[src/logic/tcr_pkg.sv]
`default_nettype none
package tcr_pkg;
    // ********************************************************
    // Clock and timing.
    // ********************************************************
    localparam int CLK_HZ = 40_000_000;
    localparam int TICK_US = 100;
    localparam int TICK_CYC = CLK_HZ / 1_000_000 * TICK_US;
    localparam int SEC_US = 1_000_000;
    localparam int TICKS_PER_SEC = SEC_US / TICK_US;
    localparam int ZERO_US = 2000;
    localparam int ONE_US = 5000;
    localparam int MARK_US = 8000;
    localparam int PRESENT_US = 30000;
    localparam int W_MIN = ZERO_US / 2 / TICK_US;
    localparam int ZERO_MAX = (ZERO_US + ONE_US) / 2 / TICK_US;
    localparam int ONE_MAX = (ONE_US + MARK_US) / 2 / TICK_US;
    localparam int MARK_MAX = (MARK_US + 10000) / 2 / TICK_US;
    localparam int PRESENT_TICKS = PRESENT_US / TICK_US;
    // ********************************************************
    // Frame layout (bit positions within one frame).
    // ********************************************************
    localparam int FRAME_LEN = 100;
    localparam int P_SEC = 1;
    localparam int P_MIN = 10;
    localparam int P_HOUR = 20;
    localparam int P_DAY = 30;
    localparam int P_YEAR = 50;
    localparam int P_CF = 60;
    localparam int P_CF_END = 78;
    localparam int P_DST = 63;
    localparam int P_OFF_SIGN = 64;
    localparam int P_OFF = 65;
    localparam int P_PARITY = 75;
    localparam int P_SBS = 80;
    localparam int P_SBS_END = 97;
    // ********************************************************
    // Registers.
    // ********************************************************
    localparam logic [7:0] ADDR_CTRL = 8'h00;
    localparam logic [7:0] ADDR_YEAR = 8'h04;
    localparam logic [7:0] ADDR_STATUS = 8'h08;
    localparam logic [7:0] ADDR_TIME = 8'h0C;
    localparam logic [7:0] ADDR_HOURS = 8'h10;
    localparam logic [7:0] ADDR_LOSS = 8'h14;
    localparam int F_EN = 0;
    localparam int F_CONV = 1;
    localparam int F_PRIO = 4;
    localparam int F_DST = 7;
    localparam int F_TZ = 8;
    localparam int F_TMO = 16;
    localparam logic [2:0] PRIO_RST = 3'h1;
    localparam logic [2:0] PRIO_MAX = 3'h5;
    localparam logic [11:0] TMO_RST = 12'h014;
    localparam logic [11:0] TMO_MAX = 12'hE10;
    localparam logic [7:0] YEAR_RST = 8'h00;

    typedef enum logic [1:0] {
        CONV_UTC,
        CONV_LOCAL_STD,
        CONV_LOCAL_DST,
        CONV_EXTENDED
    } tcr_conv_e;

    typedef struct packed {
        logic enable;
        tcr_conv_e conv;
        logic [2:0] prio;
        logic dst;
        logic signed [4:0] tz;
        logic [11:0] timeout;
    } tcr_ctrl_s;

    typedef struct packed {
        logic [7:0] sec;
        logic [7:0] min;
        logic [7:0] hour;
        logic [11:0] day;
        logic [7:0] year;
    } tcr_time_s;
endpackage
`default_nettype wire

[src/logic/tcr_sync.sv]
`timescale 1ns/1ps
`default_nettype none
module tcr_sync #(
    parameter int W = 1
) (
    // Clock and reset.
    input wire logic clk_sys,
    input wire logic rstn,
    // Asynchronous levels in, synchronised levels out.
    input wire logic [W-1:0] async_in,
    output logic [W-1:0] sync_out
);
    logic [W-1:0] meta_q;

    always_ff @(posedge clk_sys)
    begin
        if (!rstn)
        begin
            meta_q <= '0;
            sync_out <= '0;
        end
        else
        begin
            meta_q <= async_in;
            sync_out <= meta_q;
        end
    end
endmodule
`default_nettype wire

[src/logic/tcr_tick_div.sv]
`timescale 1ns/1ps
`default_nettype none
module tcr_tick_div #(
    parameter int DIV = 4000
) (
    // Clock and reset.
    input wire logic clk_sys,
    input wire logic rstn,
    // Count enable in, one-cycle tick out.
    input wire logic en,
    output logic tick
);
    localparam int CW = $clog2(DIV);
    localparam logic [CW-1:0] LAST = CW'(DIV - 1);
    logic [CW-1:0] cnt_q;
    wire wrap = en && (cnt_q == LAST);

    always_ff @(posedge clk_sys)
    begin
        if (!rstn)
        begin
            cnt_q <= '0;
            tick <= 1'b0;
        end
        else
        begin
            tick <= wrap;
            if (wrap)
                cnt_q <= '0;
            else if (en)
                cnt_q <= cnt_q + 1'b1;
        end
    end
endmodule
`default_nettype wire

[src/logic/tcr_receiver.sv]
`timescale 1ns/1ps
`default_nettype none
module tcr_receiver #(
    parameter int TICK_CYC = tcr_pkg::TICK_CYC,
    parameter int TICKS_PER_SEC = tcr_pkg::TICKS_PER_SEC
) (
    // Clock and reset.
    input wire logic clk_sys,
    input wire logic rstn,
    // APB slave.
    input wire logic [7:0] paddr,
    input wire logic psel,
    input wire logic penable,
    input wire logic pwrite,
    input wire logic [31:0] pwdata,
    output logic [31:0] prdata,
    output logic pready,
    output logic pslverr,
    // Time code line and second pulse.
    input wire logic code_in,
    input wire logic pps_in,
    // Best priority of other available sources, 0 when none.
    input wire logic [2:0] other_prio,
    // Status and time towards the device clock.
    output logic code_present_flag,
    output logic frame_decoded_flag,
    output logic [2:0] variant_received,
    output logic extended_format_compliant,
    output logic sync_enabled,
    output logic locked,
    output logic sync_pulse,
    output tcr_pkg::tcr_time_s time_out,
    output logic [4:0] utc_hour,
    output logic [4:0] local_hour
);
    // ********************************************************
    // Input synchronisers and time base.
    // ********************************************************
    logic code_s, pps_s, tick, sec_tick;

    tcr_sync #(.W(2)) u_sync (
        .clk_sys(clk_sys),
        .rstn(rstn),
        .async_in({code_in, pps_in}),
        .sync_out({code_s, pps_s})
    );

    tcr_tick_div #(.DIV(TICK_CYC)) u_tick (
        .clk_sys(clk_sys),
        .rstn(rstn),
        .en(1'b1),
        .tick(tick)
    );

    tcr_tick_div #(.DIV(TICKS_PER_SEC)) u_sec (
        .clk_sys(clk_sys),
        .rstn(rstn),
        .en(tick),
        .tick(sec_tick)
    );

    // ********************************************************
    // Pulse width measurement and symbol classification.
    // ********************************************************
    logic code_d_q, pps_d_q;
    logic [6:0] hi_cnt_q;
    logic [8:0] idle_q;
    wire code_fall = code_d_q && !code_s;
    wire pps_rise = pps_s && !pps_d_q;
    wire w_bad = (hi_cnt_q < 7'(tcr_pkg::W_MIN))
        || (hi_cnt_q > 7'(tcr_pkg::MARK_MAX));
    wire w_one = (hi_cnt_q > 7'(tcr_pkg::ZERO_MAX))
        && (hi_cnt_q <= 7'(tcr_pkg::ONE_MAX));
    wire w_mark = (hi_cnt_q > 7'(tcr_pkg::ONE_MAX)) && !w_bad;
    wire sym_ok = code_fall && !w_bad;

    always_ff @(posedge clk_sys)
    begin
        if (!rstn)
        begin
            code_d_q <= 1'b0;
            pps_d_q <= 1'b0;
            hi_cnt_q <= '0;
        end
        else
        begin
            code_d_q <= code_s;
            pps_d_q <= pps_s;
            if (!code_s)
                hi_cnt_q <= '0;
            else if (tick && hi_cnt_q != 7'h7F)
                hi_cnt_q <= hi_cnt_q + 1'b1;
        end
    end

    // Presence is judged on well-formed pulses, so line noise that
    // merely toggles the input does not count as a signal.
    always_ff @(posedge clk_sys)
    begin
        if (!rstn)
            idle_q <= 9'(tcr_pkg::PRESENT_TICKS);
        else if (sym_ok)
            idle_q <= '0;
        else if (tick && idle_q != 9'(tcr_pkg::PRESENT_TICKS))
            idle_q <= idle_q + 1'b1;
    end

    assign code_present_flag =
        (idle_q != 9'(tcr_pkg::PRESENT_TICKS));

    // ********************************************************
    // Frame alignment.
    // ********************************************************
    typedef enum logic {ST_HUNT, ST_COLLECT} tcr_state_e;
    tcr_state_e st_q;
    logic prev_mark_q, done_q;
    logic [6:0] idx_q;
    logic [3:0] unit_q;
    logic [tcr_pkg::FRAME_LEN-1:0] bits_q;
    wire expect_mark = (unit_q == 4'h9) || (idx_q == 7'h00);
    wire last_pos = (idx_q == 7'(tcr_pkg::FRAME_LEN - 1));

    // A marker pair is the reference point; any symbol out of place
    // sends the aligner back to hunting so a torn frame never decodes.
    always_ff @(posedge clk_sys)
    begin
        if (!rstn)
        begin
            st_q <= ST_HUNT;
            prev_mark_q <= 1'b0;
            idx_q <= '0;
            unit_q <= '0;
            done_q <= 1'b0;
        end
        else
        begin
            done_q <= 1'b0;
            if (code_fall)
                prev_mark_q <= w_mark;
            if (!code_present_flag)
                st_q <= ST_HUNT;
            else if (code_fall)
            begin
                unique case (st_q)
                    ST_HUNT:
                    begin
                        if (w_mark && prev_mark_q)
                        begin
                            st_q <= ST_COLLECT;
                            idx_q <= 7'h01;
                            unit_q <= 4'h1;
                        end
                    end
                    ST_COLLECT:
                    begin
                        if (w_bad || (w_mark != expect_mark))
                            st_q <= ST_HUNT;
                        else if (last_pos)
                        begin
                            done_q <= 1'b1;
                            idx_q <= '0;
                            unit_q <= '0;
                        end
                        else
                        begin
                            idx_q <= idx_q + 1'b1;
                            unit_q <= (unit_q == 4'h9) ? 4'h0
                                : unit_q + 1'b1;
                        end
                    end
                endcase
            end
        end
    end

    always_ff @(posedge clk_sys)
    begin
        if (!rstn)
            bits_q <= '0;
        else if (code_fall && st_q == ST_COLLECT)
            bits_q[idx_q] <= w_one;
    end

    // ********************************************************
    // Field extraction and checks.
    // ********************************************************
    wire [3:0] sec_u = bits_q[tcr_pkg::P_SEC +: 4];
    wire [2:0] sec_t = bits_q[tcr_pkg::P_SEC + 5 +: 3];
    wire [3:0] min_u = bits_q[tcr_pkg::P_MIN +: 4];
    wire [2:0] min_t = bits_q[tcr_pkg::P_MIN + 5 +: 3];
    wire [3:0] hr_u = bits_q[tcr_pkg::P_HOUR +: 4];
    wire [1:0] hr_t = bits_q[tcr_pkg::P_HOUR + 5 +: 2];
    wire [3:0] day_u = bits_q[tcr_pkg::P_DAY +: 4];
    wire [3:0] day_t = bits_q[tcr_pkg::P_DAY + 5 +: 4];
    wire [1:0] day_h = bits_q[tcr_pkg::P_DAY + 10 +: 2];
    wire [3:0] yr_u = bits_q[tcr_pkg::P_YEAR +: 4];
    wire [3:0] yr_t = bits_q[tcr_pkg::P_YEAR + 5 +: 4];
    wire [4:0] hr_bin = 5'({hr_t, 3'b000}) + 5'({hr_t, 1'b0})
        + 5'(hr_u);
    wire fields_ok = (sec_u <= 4'h9) && (sec_t <= 3'h5)
        && (min_u <= 4'h9) && (min_t <= 3'h5) && (hr_u <= 4'h9)
        && (hr_bin < 5'd24) && (day_u <= 4'h9) && (day_t <= 4'h9)
        && (yr_u <= 4'h9) && (yr_t <= 4'h9);
    wire good_frame = done_q && fields_ok;

    wire yr_p = |{yr_t, yr_u};
    wire cf_p = |bits_q[tcr_pkg::P_CF_END:tcr_pkg::P_CF];
    wire sbs_p = |bits_q[tcr_pkg::P_SBS_END:tcr_pkg::P_SBS];
    wire [1:0] var_lo = (cf_p && sbs_p) ? 2'd0 : cf_p ? 2'd1
        : sbs_p ? 2'd3 : 2'd2;
    wire [2:0] var_now = {yr_p, var_lo};
    wire parity_ok = (^bits_q[tcr_pkg::P_PARITY-1:1])
        == bits_q[tcr_pkg::P_PARITY];
    wire ext_ok = cf_p && parity_ok;

    // ********************************************************
    // Configuration registers.
    // ********************************************************
    tcr_pkg::tcr_ctrl_s ctrl_q;
    logic [7:0] year_q;
    wire wr = psel && penable && pwrite;
    wire wr_ctrl = wr && (paddr == tcr_pkg::ADDR_CTRL);
    wire wr_year = wr && (paddr == tcr_pkg::ADDR_YEAR);
    wire [2:0] wd_prio = pwdata[tcr_pkg::F_PRIO +: 3];
    wire [11:0] wd_tmo = pwdata[tcr_pkg::F_TMO +: 12];
    wire prio_ok = (wd_prio != 3'h0) && (wd_prio <= tcr_pkg::PRIO_MAX);
    wire tmo_ok = (wd_tmo != 12'h000) && (wd_tmo <= tcr_pkg::TMO_MAX);

    // Out-of-range priority or timeout writes leave the old value,
    // so software can never park the block in an undefined setting.
    always_ff @(posedge clk_sys)
    begin
        if (!rstn)
        begin
            ctrl_q.enable <= 1'b0;
            ctrl_q.conv <= tcr_pkg::CONV_UTC;
            ctrl_q.prio <= tcr_pkg::PRIO_RST;
            ctrl_q.dst <= 1'b0;
            ctrl_q.tz <= '0;
            ctrl_q.timeout <= tcr_pkg::TMO_RST;
            year_q <= tcr_pkg::YEAR_RST;
        end
        else
        begin
            if (wr_ctrl)
            begin
                ctrl_q.enable <= pwdata[tcr_pkg::F_EN];
                ctrl_q.conv <= tcr_pkg::tcr_conv_e'(
                    pwdata[tcr_pkg::F_CONV +: 2]);
                ctrl_q.dst <= pwdata[tcr_pkg::F_DST];
                ctrl_q.tz <= pwdata[tcr_pkg::F_TZ +: 5];
                if (prio_ok)
                    ctrl_q.prio <= wd_prio;
                if (tmo_ok)
                    ctrl_q.timeout <= wd_tmo;
            end
            if (wr_year)
                year_q <= pwdata[7:0];
        end
    end

    // ********************************************************
    // Time convention handling.
    // ********************************************************
    wire signed [6:0] tz_s = 7'(ctrl_q.tz);
    wire signed [6:0] dst_s = {6'h00, ctrl_q.dst};
    wire signed [6:0] foff_m = {3'h0,
        bits_q[tcr_pkg::P_OFF +: 4]};
    wire signed [6:0] foff_s = bits_q[tcr_pkg::P_OFF_SIGN]
        ? -foff_m : foff_m;
    wire is_utc = (ctrl_q.conv == tcr_pkg::CONV_UTC);
    wire is_std = (ctrl_q.conv == tcr_pkg::CONV_LOCAL_STD);
    wire is_dst = (ctrl_q.conv == tcr_pkg::CONV_LOCAL_DST);
    wire signed [6:0] utc_adj = is_utc ? 7'sd0
        : is_std ? -tz_s
        : is_dst ? -(tz_s + dst_s)
        : foff_s;
    wire signed [6:0] loc_adj = is_utc ? tz_s + dst_s
        : is_std ? dst_s
        : 7'sd0;
    wire signed [6:0] hr_s = {2'b00, hr_bin};

    function automatic logic [4:0] wrap24(input logic signed [6:0] h);
        logic signed [6:0] r;
        r = h;
        if (r < 0)
            r = r + 7'sd24;
        else if (r >= 7'sd24)
            r = r - 7'sd24;
        return r[4:0];
    endfunction

    wire [4:0] utc_now = wrap24(hr_s + utc_adj);
    wire [4:0] loc_now = wrap24(hr_s + loc_adj);
    wire [7:0] year_now = var_now[2] ? {yr_t, yr_u} : year_q;

    // ********************************************************
    // Supervision, lock and time output.
    // ********************************************************
    logic have_q, ext_dst_q;
    logic [11:0] loss_q;

    // A good frame restarts the timer in the same cycle a second
    // would have counted it up, so no frame is ever missed.
    always_ff @(posedge clk_sys)
    begin
        if (!rstn)
        begin
            have_q <= 1'b0;
            loss_q <= '0;
        end
        else if (good_frame)
        begin
            have_q <= 1'b1;
            loss_q <= '0;
        end
        else if (sec_tick && loss_q != 12'hFFF)
            loss_q <= loss_q + 1'b1;
    end

    assign frame_decoded_flag = have_q
        && (loss_q < ctrl_q.timeout);
    assign sync_enabled = ctrl_q.enable;
    assign locked = ctrl_q.enable && frame_decoded_flag
        && ((other_prio == 3'h0)
        || (ctrl_q.prio < other_prio));

    always_ff @(posedge clk_sys)
    begin
        if (!rstn)
        begin
            variant_received <= '0;
            extended_format_compliant <= 1'b0;
            ext_dst_q <= 1'b0;
            time_out <= '0;
            utc_hour <= '0;
            local_hour <= '0;
            sync_pulse <= 1'b0;
        end
        else
        begin
            // The pulse marks the second boundary the device
            // disciplines to; the server keeps it aligned.
            sync_pulse <= pps_rise && locked;
            if (good_frame)
            begin
                variant_received <= var_now;
                extended_format_compliant <= ext_ok;
                ext_dst_q <= bits_q[tcr_pkg::P_DST];
            end
            if (good_frame && ctrl_q.enable)
            begin
                time_out.sec <= {1'b0, sec_t, sec_u};
                time_out.min <= {1'b0, min_t, min_u};
                time_out.hour <= {2'b00, hr_t, hr_u};
                time_out.day <= {2'b00, day_h, day_t, day_u};
                time_out.year <= year_now;
                utc_hour <= utc_now;
                local_hour <= loc_now;
            end
        end
    end

    // ********************************************************
    // APB read side.
    // ********************************************************
    wire setup = psel && !penable;
    wire hit = (paddr == tcr_pkg::ADDR_CTRL)
        || (paddr == tcr_pkg::ADDR_YEAR)
        || (paddr == tcr_pkg::ADDR_STATUS)
        || (paddr == tcr_pkg::ADDR_TIME)
        || (paddr == tcr_pkg::ADDR_HOURS)
        || (paddr == tcr_pkg::ADDR_LOSS);
    wire [31:0] rd_ctrl = {4'h0, ctrl_q.timeout, 3'h0, ctrl_q.tz,
        ctrl_q.dst, ctrl_q.prio, 1'b0, ctrl_q.conv, ctrl_q.enable};
    wire [31:0] rd_stat = {23'h0, ext_dst_q, variant_received,
        extended_format_compliant, locked, frame_decoded_flag,
        code_present_flag, sync_enabled};
    wire [31:0] rd_time = {time_out.year, time_out.hour,
        time_out.min, time_out.sec};
    wire [31:0] rd_hours = {3'h0, local_hour, 3'h0, utc_hour,
        4'h0, time_out.day};
    wire [31:0] rd_mux =
        (paddr == tcr_pkg::ADDR_CTRL) ? rd_ctrl
        : (paddr == tcr_pkg::ADDR_YEAR) ? {24'h0, year_q}
        : (paddr == tcr_pkg::ADDR_STATUS) ? rd_stat
        : (paddr == tcr_pkg::ADDR_TIME) ? rd_time
        : (paddr == tcr_pkg::ADDR_HOURS) ? rd_hours
        : (paddr == tcr_pkg::ADDR_LOSS) ? {20'h0, loss_q}
        : 32'h0000_0000;

    // Read data is captured in the setup cycle, so the access phase
    // completes at once without a wait state.
    always_ff @(posedge clk_sys)
    begin
        if (!rstn)
        begin
            prdata <= '0;
            pslverr <= 1'b0;
        end
        else if (setup)
        begin
            prdata <= pwrite ? 32'h0000_0000 : rd_mux;
            pslverr <= !hit;
        end
    end

    assign pready = 1'b1;
endmodule
`default_nettype wire

[config.mk]
export PLATFORM = sky130hd
export DESIGN_NAME = tcr_receiver
export DESIGN_NICKNAME = d
export VERILOG_FILES = /design/src/logic/tcr_pkg.sv /design/src/logic/tcr_sync.sv /design/src/logic/tcr_tick_div.sv /design/src/logic/tcr_receiver.sv
export SDC_FILE = /design/constraint.sdc
export NUM_CORES = 1
export LEC_CHECK = 0
export BUFFER_PORTS_ARGS = -buffer_cell sky130_fd_sc_hd__buf_4
export CORE_MARGIN = 2
export CORE_UTILIZATION = 60
export DETAILED_ROUTE_END_ITERATION = 6
export HOLD_SLACK_MARGIN = 0.03
export PLACE_DENSITY = 0.89
export SLEW_MARGIN = 20
export SYNTH_ARGS = -nofsm -noshare
export SYNTH_HDL_FRONTEND = slang
export SYNTH_HIERARCHICAL = 1
export SYNTH_SLANG_ARGS = --single-unit
[constraint.sdc]
create_clock -name clk_sys -period 10.5 [get_ports clk_sys]
set_clock_uncertainty 0.2 [all_clocks]
set_input_delay 0.525 -clock clk_sys [delete_from_list [all_inputs] [get_ports clk_sys]]
set_output_delay 0.525 -clock clk_sys [all_outputs]
set_load 0.005 [all_outputs]
==> impl_metrics.yaml, run 1 <==
timing:
  slew_violations: 0
  worst_pin_slew_ns: 1.030
  rsz0062_at_grt: "no"
  period_share_pct: 40.88
  fmax_mhz: 233.0
  relSlewSlack_pct: 31.10
  setup_slack_ns: 6.207
  finalSetupTns_ns: 0
  post-route-min-period_ns: 4.293
  hold_viol: 0
  setup_violations: 0
routing:
  wl_per_cell_um: 19.42
  drcViolationCount: 0
  drt_iter0_markers: 1248
  first_pass_iters: 7
  ant_nets: 0
  vias: 13450
  finalWirelength_um: 41100
  routed_via_density: 6.358
power_and_ir_drop:
  ir_drop_mv: 0.1364
  p_leak_nw: 6.090
  p_per_area_nw_per_um2: 134.5
global_routing:
  grt_overflow: 0
  grt_pass1_vias: 12820
  grt_antenna_before_repair: 0
  grt_usage_pct: 30.81
  grt_max_degree: 131
  grt_pass1_wl_um: 65570
synthesis:
  synth_top_family_by_area: "compound AO/OA/AOI/OAI gates"
  ys.flop_type: "dfxtp_1"
  ys_async_sr_fraction_pct: 0
  ys_warn_count: 6
  synth_seq_area_share_pct: 39.65
  synth_enable_flop_cells: 0
  avgSynthCellArea_um2: 8.673
  synthXorXnorAreaFrac_pct: 7.903
  yosysTopAreaCell: "dfxtp_1"
  synth_cell_types: 93
  synth_seq_cells: 291
  synthAdderAreaFrac_pct: 5.604
  synth_top_area_share_pct: 39.65
  synth-simple-area-share_pct: 17.70
  synth-compound-area-share_pct: 21.41
  syn_area_um2: 14690
  ys_top_cells_by_area: "dfxtp_1 40%, a21oi_1 6.4%, a311oi_1 6.1%, xnor2_1 5.5%, ha_1 5.2%"
  synthMuxAreaShare_pct: 2.529
  syn_inst: 1694
cells_and_area:
  antennaDiodeCount: 0
  fill_cells: 1758
  drive_gt1_share_pct: 14.62
  syn_to_final_growth_pct: 15.00
  final_nets: 1884
clock_tree:
  cts-htree-levels: 1
  tritoncts: "done"
  cts_buffers: 29
  clk_pin_slew_ns: 0.06
  cts_sinks: 291
  clock_latency_ns: 0.55
  cts_resized: 0
  clockBufferDepth: 3
  clock-root-buffer: "clkbuf_16"
setup_path:
  cp_max_fo: 7
  critPathLaunchType: "register"
  cp-end-kind: "register"
  cp_cell_sequence: "ha_1 > ha_1 > xor2_1 > or3_1 > xnor2_1 > o211ai_1 > o31ai_1 > ha_1 > o21ai_0 > a21boi_0 > nor2_1 > ha_1 > o41ai_1 > o311ai_1 > a21oi_1"
  crit_top_cell: "ha_1"
  crit_arrival_ns: 4.57
  critPathBufInv: 0
  r2r_slack_ns: 6.21
  criticalPathCategory: "register to register"
  cpPeakStageDelay_ns: 0.51
  required_ns: 10.78
  crit_path_top_delay_cell: "dfxtp_1"
  cp_top_family: "compound AO/OA/AOI/OAI gates"
worst_hold_path:
  min_path_type: "input port to register"
floorplanning:
  die_h_um: 160.5
  std_cell_rows: 57
  coreArea_um2: 24180
  die_area_um2: 25750
  die_w_um: 160.5
  io_pins: 147
  initial_core_util_pct: 60.77
placed_design:
  portBuffers: 131
  place_congestion: 0.9166
  dpl_worst_slack_ns: 6.331
  dp_hpwl_um: 27820
run:
  drv_cap: 0
run_status:
  status: "complete, no violations"
[worst paths after layout]
kind / start / end / cells past startpoint
max: ctrl_q[12] / utc_hour[3] / 15
min: pwdata[17] / ctrl_q[1] / 3
min reg2reg: u_sync/meta_q[0] / u_sync/sync_out[0] / 1
max reg2reg: ctrl_q[12] / utc_hour[3] / 15
[layout by cell type, fill, tap and decap left out, types with 14 or more instances in the layout]
cell type	count
ha_1	61
xnor2_1	93
mux2i_1	27
clkbuf_16	29
nand2_1	165
dfxtp_1	291
nand4_1	21
a311oi_1	102
buf_4	154
nor3_1	31
nor2_2	14
nand3_1	32
xor2_1	37
inv_1	57
o21ai_0	43
nor2b_1	14
a21oi_1	187
nor2_1	146
[through the flow]
| stage | instance area, um^2 | hold slack, ns | total power, W | utilization, % | instances |
|---|---|---|---|---|---|
| final | 16900 | 0.03792 | 0.002272 | 69.88 | 2116 |
| after global routing | 16900 | 0.04263 | 0.002329 | 69.88 | 2116 |
| after CTS | 16880 | 0.03160 | 0.002276 | 69.82 | 2116 |
| after detailed placement | 15780 | 0.2168 | 0.001189 | 65.27 | 2055 |
| after global placement | 15780 | 0.2122 | 0.001188 | 65.27 | 2055 |
| after floorplan | 14720 | 0.2057 | 0.001167 | - | 1701 |
[what timing repair did]
item	in CTS	in global routing
setup buffers	0	0
endpoints found under the hold margin	8	0
hold buffers	8	0
[area by class of cell]
type / instances / area, um^2 / share of cell area, %
multi-input combinational: 1226 / 8178 / 48.40
sequential: 291 / 5826 / 34.48
timing repair buffer: 162 / 1236 / 7.317
clock buffer: 37 / 805.8 / 4.769
tap: 324 / 405.4 / 2.399
inverter: 60 / 230.2 / 1.363
clock inverter: 16 / 214.0 / 1.266
[kinds of logic (layout without fill, tap and decap cells)]
kind of cell	count (synthesis)	in the layout
simple gates	526	526
flops	291	291
buf+inv	184	275
fa+ha+maj	64	64
compound gates	460	460
other cells	2	9
mux	36	36
xor+xnor	131	131
[power breakdown]
group	internal [W]	switching, W	total (W)
logic	0.0000205	0.0000412	0.0000617
registers	0.00111	0.00000165	0.00111
clock network	0.000663	0.000439	0.00110
total	0.00179	0.000482	0.00227
[worst register-to-register path: cells and delay by family, from the launching register on]
kind / cells / cell delay [ns]
simple gates: 2 / 0.54
compound gates: 7 / 1.50
xor+xnor: 2 / 0.30
flops: 1 / 0.51
fa+ha+maj: 4 / 1.19
[flip-flops by register name, summed over array words and instances (netlist names), 3 cells and up]
register,count
bits_q,96
time_out,38
prdata,31
ctrl_q,23
u_sec/cnt_q,14
loss_q,12
u_tick/cnt_q,12
idle_q,9
year_q,8
hi_cnt_q,7
idx_q,7
local_hour,5
utc_hour,5
unit_q,4
variant_received,3
[cells in the mapped netlist, drive strengths merged, types with 4 or more instances]
library cell  instances
dfxtp               291
a21oi               189
nand2               165
nor2                160
a311oi              102
clkbuf               94
xnor2                93
ha                   61
inv                  58
o21ai                48
xor2                 37
nor3                 36
nand3                34
buf                  30
mux2i                27
nand4                24
nor4                 17
nor2b                14
a211oi               13
a222oi               12
a22oi                12
nand2b               11
a21o                 10
a22o                 10
and2                 10
and3                 10
or3                  10
mux2                  9
o31ai                 9
nor3b                 8
o211ai                8
o221ai                7
or4                   7
and4                  6
a31oi                 5
a221oi                4
o311ai                4
[metal layers]
layer  routed length (um)  global-route usage, %  vias up
li1                     -                      -     6270
met1                15730                  37.08     6317
met2                19880                  53.27      706
met3                 3389                  5.475      160
met4                 2098                  14.99        0
met5                    0                      0        -
No activity file was read; power rests on OpenSTA's default activity.
==> run 2: changes to the inputs <==
CORE_UTILIZATION = 54   (was 60)
PLACE_DENSITY = 0.85   (was 0.89)
clock period = 3.8 ns   (was 10.5 ns; I/O delays follow)
==> run 2 against run 1 <==
The flow now finishes with violations (design-rule violations). Clock-buffer cell count grew 6. Design area grew 3.0%. Total power grew to 2.6 times the previous value. Core utilization shrank 5.0 points. Clock power grew to 2.5 times the previous value.
==> impl_metrics.yaml, run 2 (synthesized netlist as in run 1, its figures left out) <==
clock_tree:
  cts_sinks: 291
  cts_buffers: 29
  cts-htree-levels: 1
  clock-root-buffer: "clkbuf_16"
  tritoncts: "done"
  clockBufferDepth: 3
  clk_pin_slew_ns: 0.06
  clock_latency_ns: 0.56
global_routing:
  grt_pass1_wl_um: 66280
  grt_pass1_vias: 12620
  grt_antenna_before_repair: 0
  grt_overflow: 0
  grt_usage_pct: 28.44
  grt_max_degree: 130
worst_hold_path:
  hold_path_depth: 6
  min_path_type: "input port to register"
setup_path:
  r2r_slack_ns: 0.11
  criticalPathCategory: "register to register"
  crit_arrival_ns: 3.97
  cp_max_fo: 4
  required_ns: 4.09
  reg2reg_depth: 15
  cp-end-kind: "register"
  critPathLaunchType: "register"
floorplanning:
  initial_core_util_pct: 54.82
  coreArea_um2: 26800
  io_pins: 147
  die_w_um: 168.9
  die_h_um: 168.9
  std_cell_rows: 60
  die_area_um2: 28540
run_status:
  status: "complete, but fails checks"
  violations: "design-rule violations"
cells_and_area:
  top_register: "bits_q"
  fill_cells: 2112
  final_nets: 1939
  antennaDiodeCount: 0
  final_common_cell: "dfxtp_1"
  largestRegisters: "bits_q: 96 flops, time_out: 38 flops, prdata: 31 flops"
  mostFrequentLayoutCells: "291 x dfxtp_1, 186 x a21oi_1, 174 x buf_4"
  finish.instance_area_um2: 17400
  largest_reg_flops: 96
  utilization_pct: 64.92
  drive_gt1_share_pct: 15.89
  syn_to_final_growth_pct: 18.43
  fin_cells: 2185
timing:
  setup_violations: 0
  relSlewSlack_pct: 31.51
  period_share_pct: 97.00
  setup_slack_ns: 0.1139
  post-route-min-period_ns: 3.686
  slew_violations: 0
  hold_viol: 0
  fmax_mhz: 271.3
  worst_pin_slew_ns: 1.024
routing:
  drcViolationCount: 5
  first_pass_iters: 7
  ant_nets: 0
  finalWirelength_um: 42440
  drt_iter0_markers: 1432
  wl_per_cell_um: 19.42
  vias: 13600
  routed_via_density: 6.226
placed_design:
  place_inst: 2092
  dpl_worst_slack_ns: -0.05486
  place_congestion: 0.9243
  portBuffers: 131
  place_area_um2: 15990
  dp_hpwl_um: 28920
power_and_ir_drop:
  p_per_area_nw_per_um2: 345.7
  p_leak_nw: 6.326
  ir_drop_mv: 0.2530
run:
  drv_cap: 0
## run 2: what timing repair did
action | in CTS | in global routing
gates resized for setup | 1 | 17
hold buffers | 40 | 0
setup buffers | 0 | 3
endpoints found under the hold margin | 68 | 0
pin swaps | 0 | 8
setup endpoints to repair | 1 | 2
## run 2: layout make-up
type / instances / area, um^2 / area share [%]
inverter: 60 / 230.2 / 1.323
clock buffer: 43 / 878.3 / 5.048
tap: 341 / 426.7 / 2.452
clock inverter: 7 / 37.54 / 0.2157
multi-input combinational: 1226 / 8234 / 47.32
sequential: 291 / 5826 / 33.48
timing repair buffer: 217 / 1767 / 10.15
## run 2: critical path, stage by stage (launching register included)
cell	delay, ns
dfxtp_1	0.32
ha_2	0.19
ha_2	0.20
xor2_1	0.18
or3_4	0.36
xnor2_1	0.14
o211ai_1	0.17
o31ai_1	0.11
ha_1	0.37
o21ai_2	0.09
a21boi_2	0.22
o221ai_2	0.17
xnor2_2	0.22
o41ai_2	0.39
o311ai_2	0.15
a21oi_1	0.15
## run 2: through the flow
stage          TNS (ns)  power (W)  hold slack (ns)
2_1_floorplan         0   0.003226           0.1018
3_3_place_gp          0   0.003288           0.2088
3_5_place_dp   -0.05486   0.003290           0.2028
4_1_cts               0   0.006032          0.06342
5_1_grt         -0.1070   0.006169           0.1050
6_report              0   0.006014          0.07830
## run 2: metal layers
| layer | GRT usage (%) | share of wire, % | up-vias |
|---|---|---|---|
| li1 | - | - | 6371 |
| met1 | 35.98 | 40 | 6453 |
| met2 | 48.04 | 47 | 643 |
| met3 | 3.788 | 7.3 | 137 |
| met4 | 13.68 | 5.3 | 0 |
| met5 | 0 | 0 | - |
## run 2: power breakdown
part / switching [W] / leakage (nW) / internal, W
Sequential: 0.00000462 / 2.34 / 0.00306
Clock: 0.00118 / 0.458 / 0.00158
Combinational: 0.000122 / 3.52 / 0.0000758
Total: 0.00130 / 6.33 / 0.00471
## run 2: worst paths after layout
path | startpoint | to
setup reg to reg | ctrl_q[12] | utc_hour[3]
setup / recovery | ctrl_q[12] | utc_hour[3]
hold / removal | paddr[6] | pslverr
hold reg to reg | u_sync/meta_q[1] | u_sync/sync_out[1]
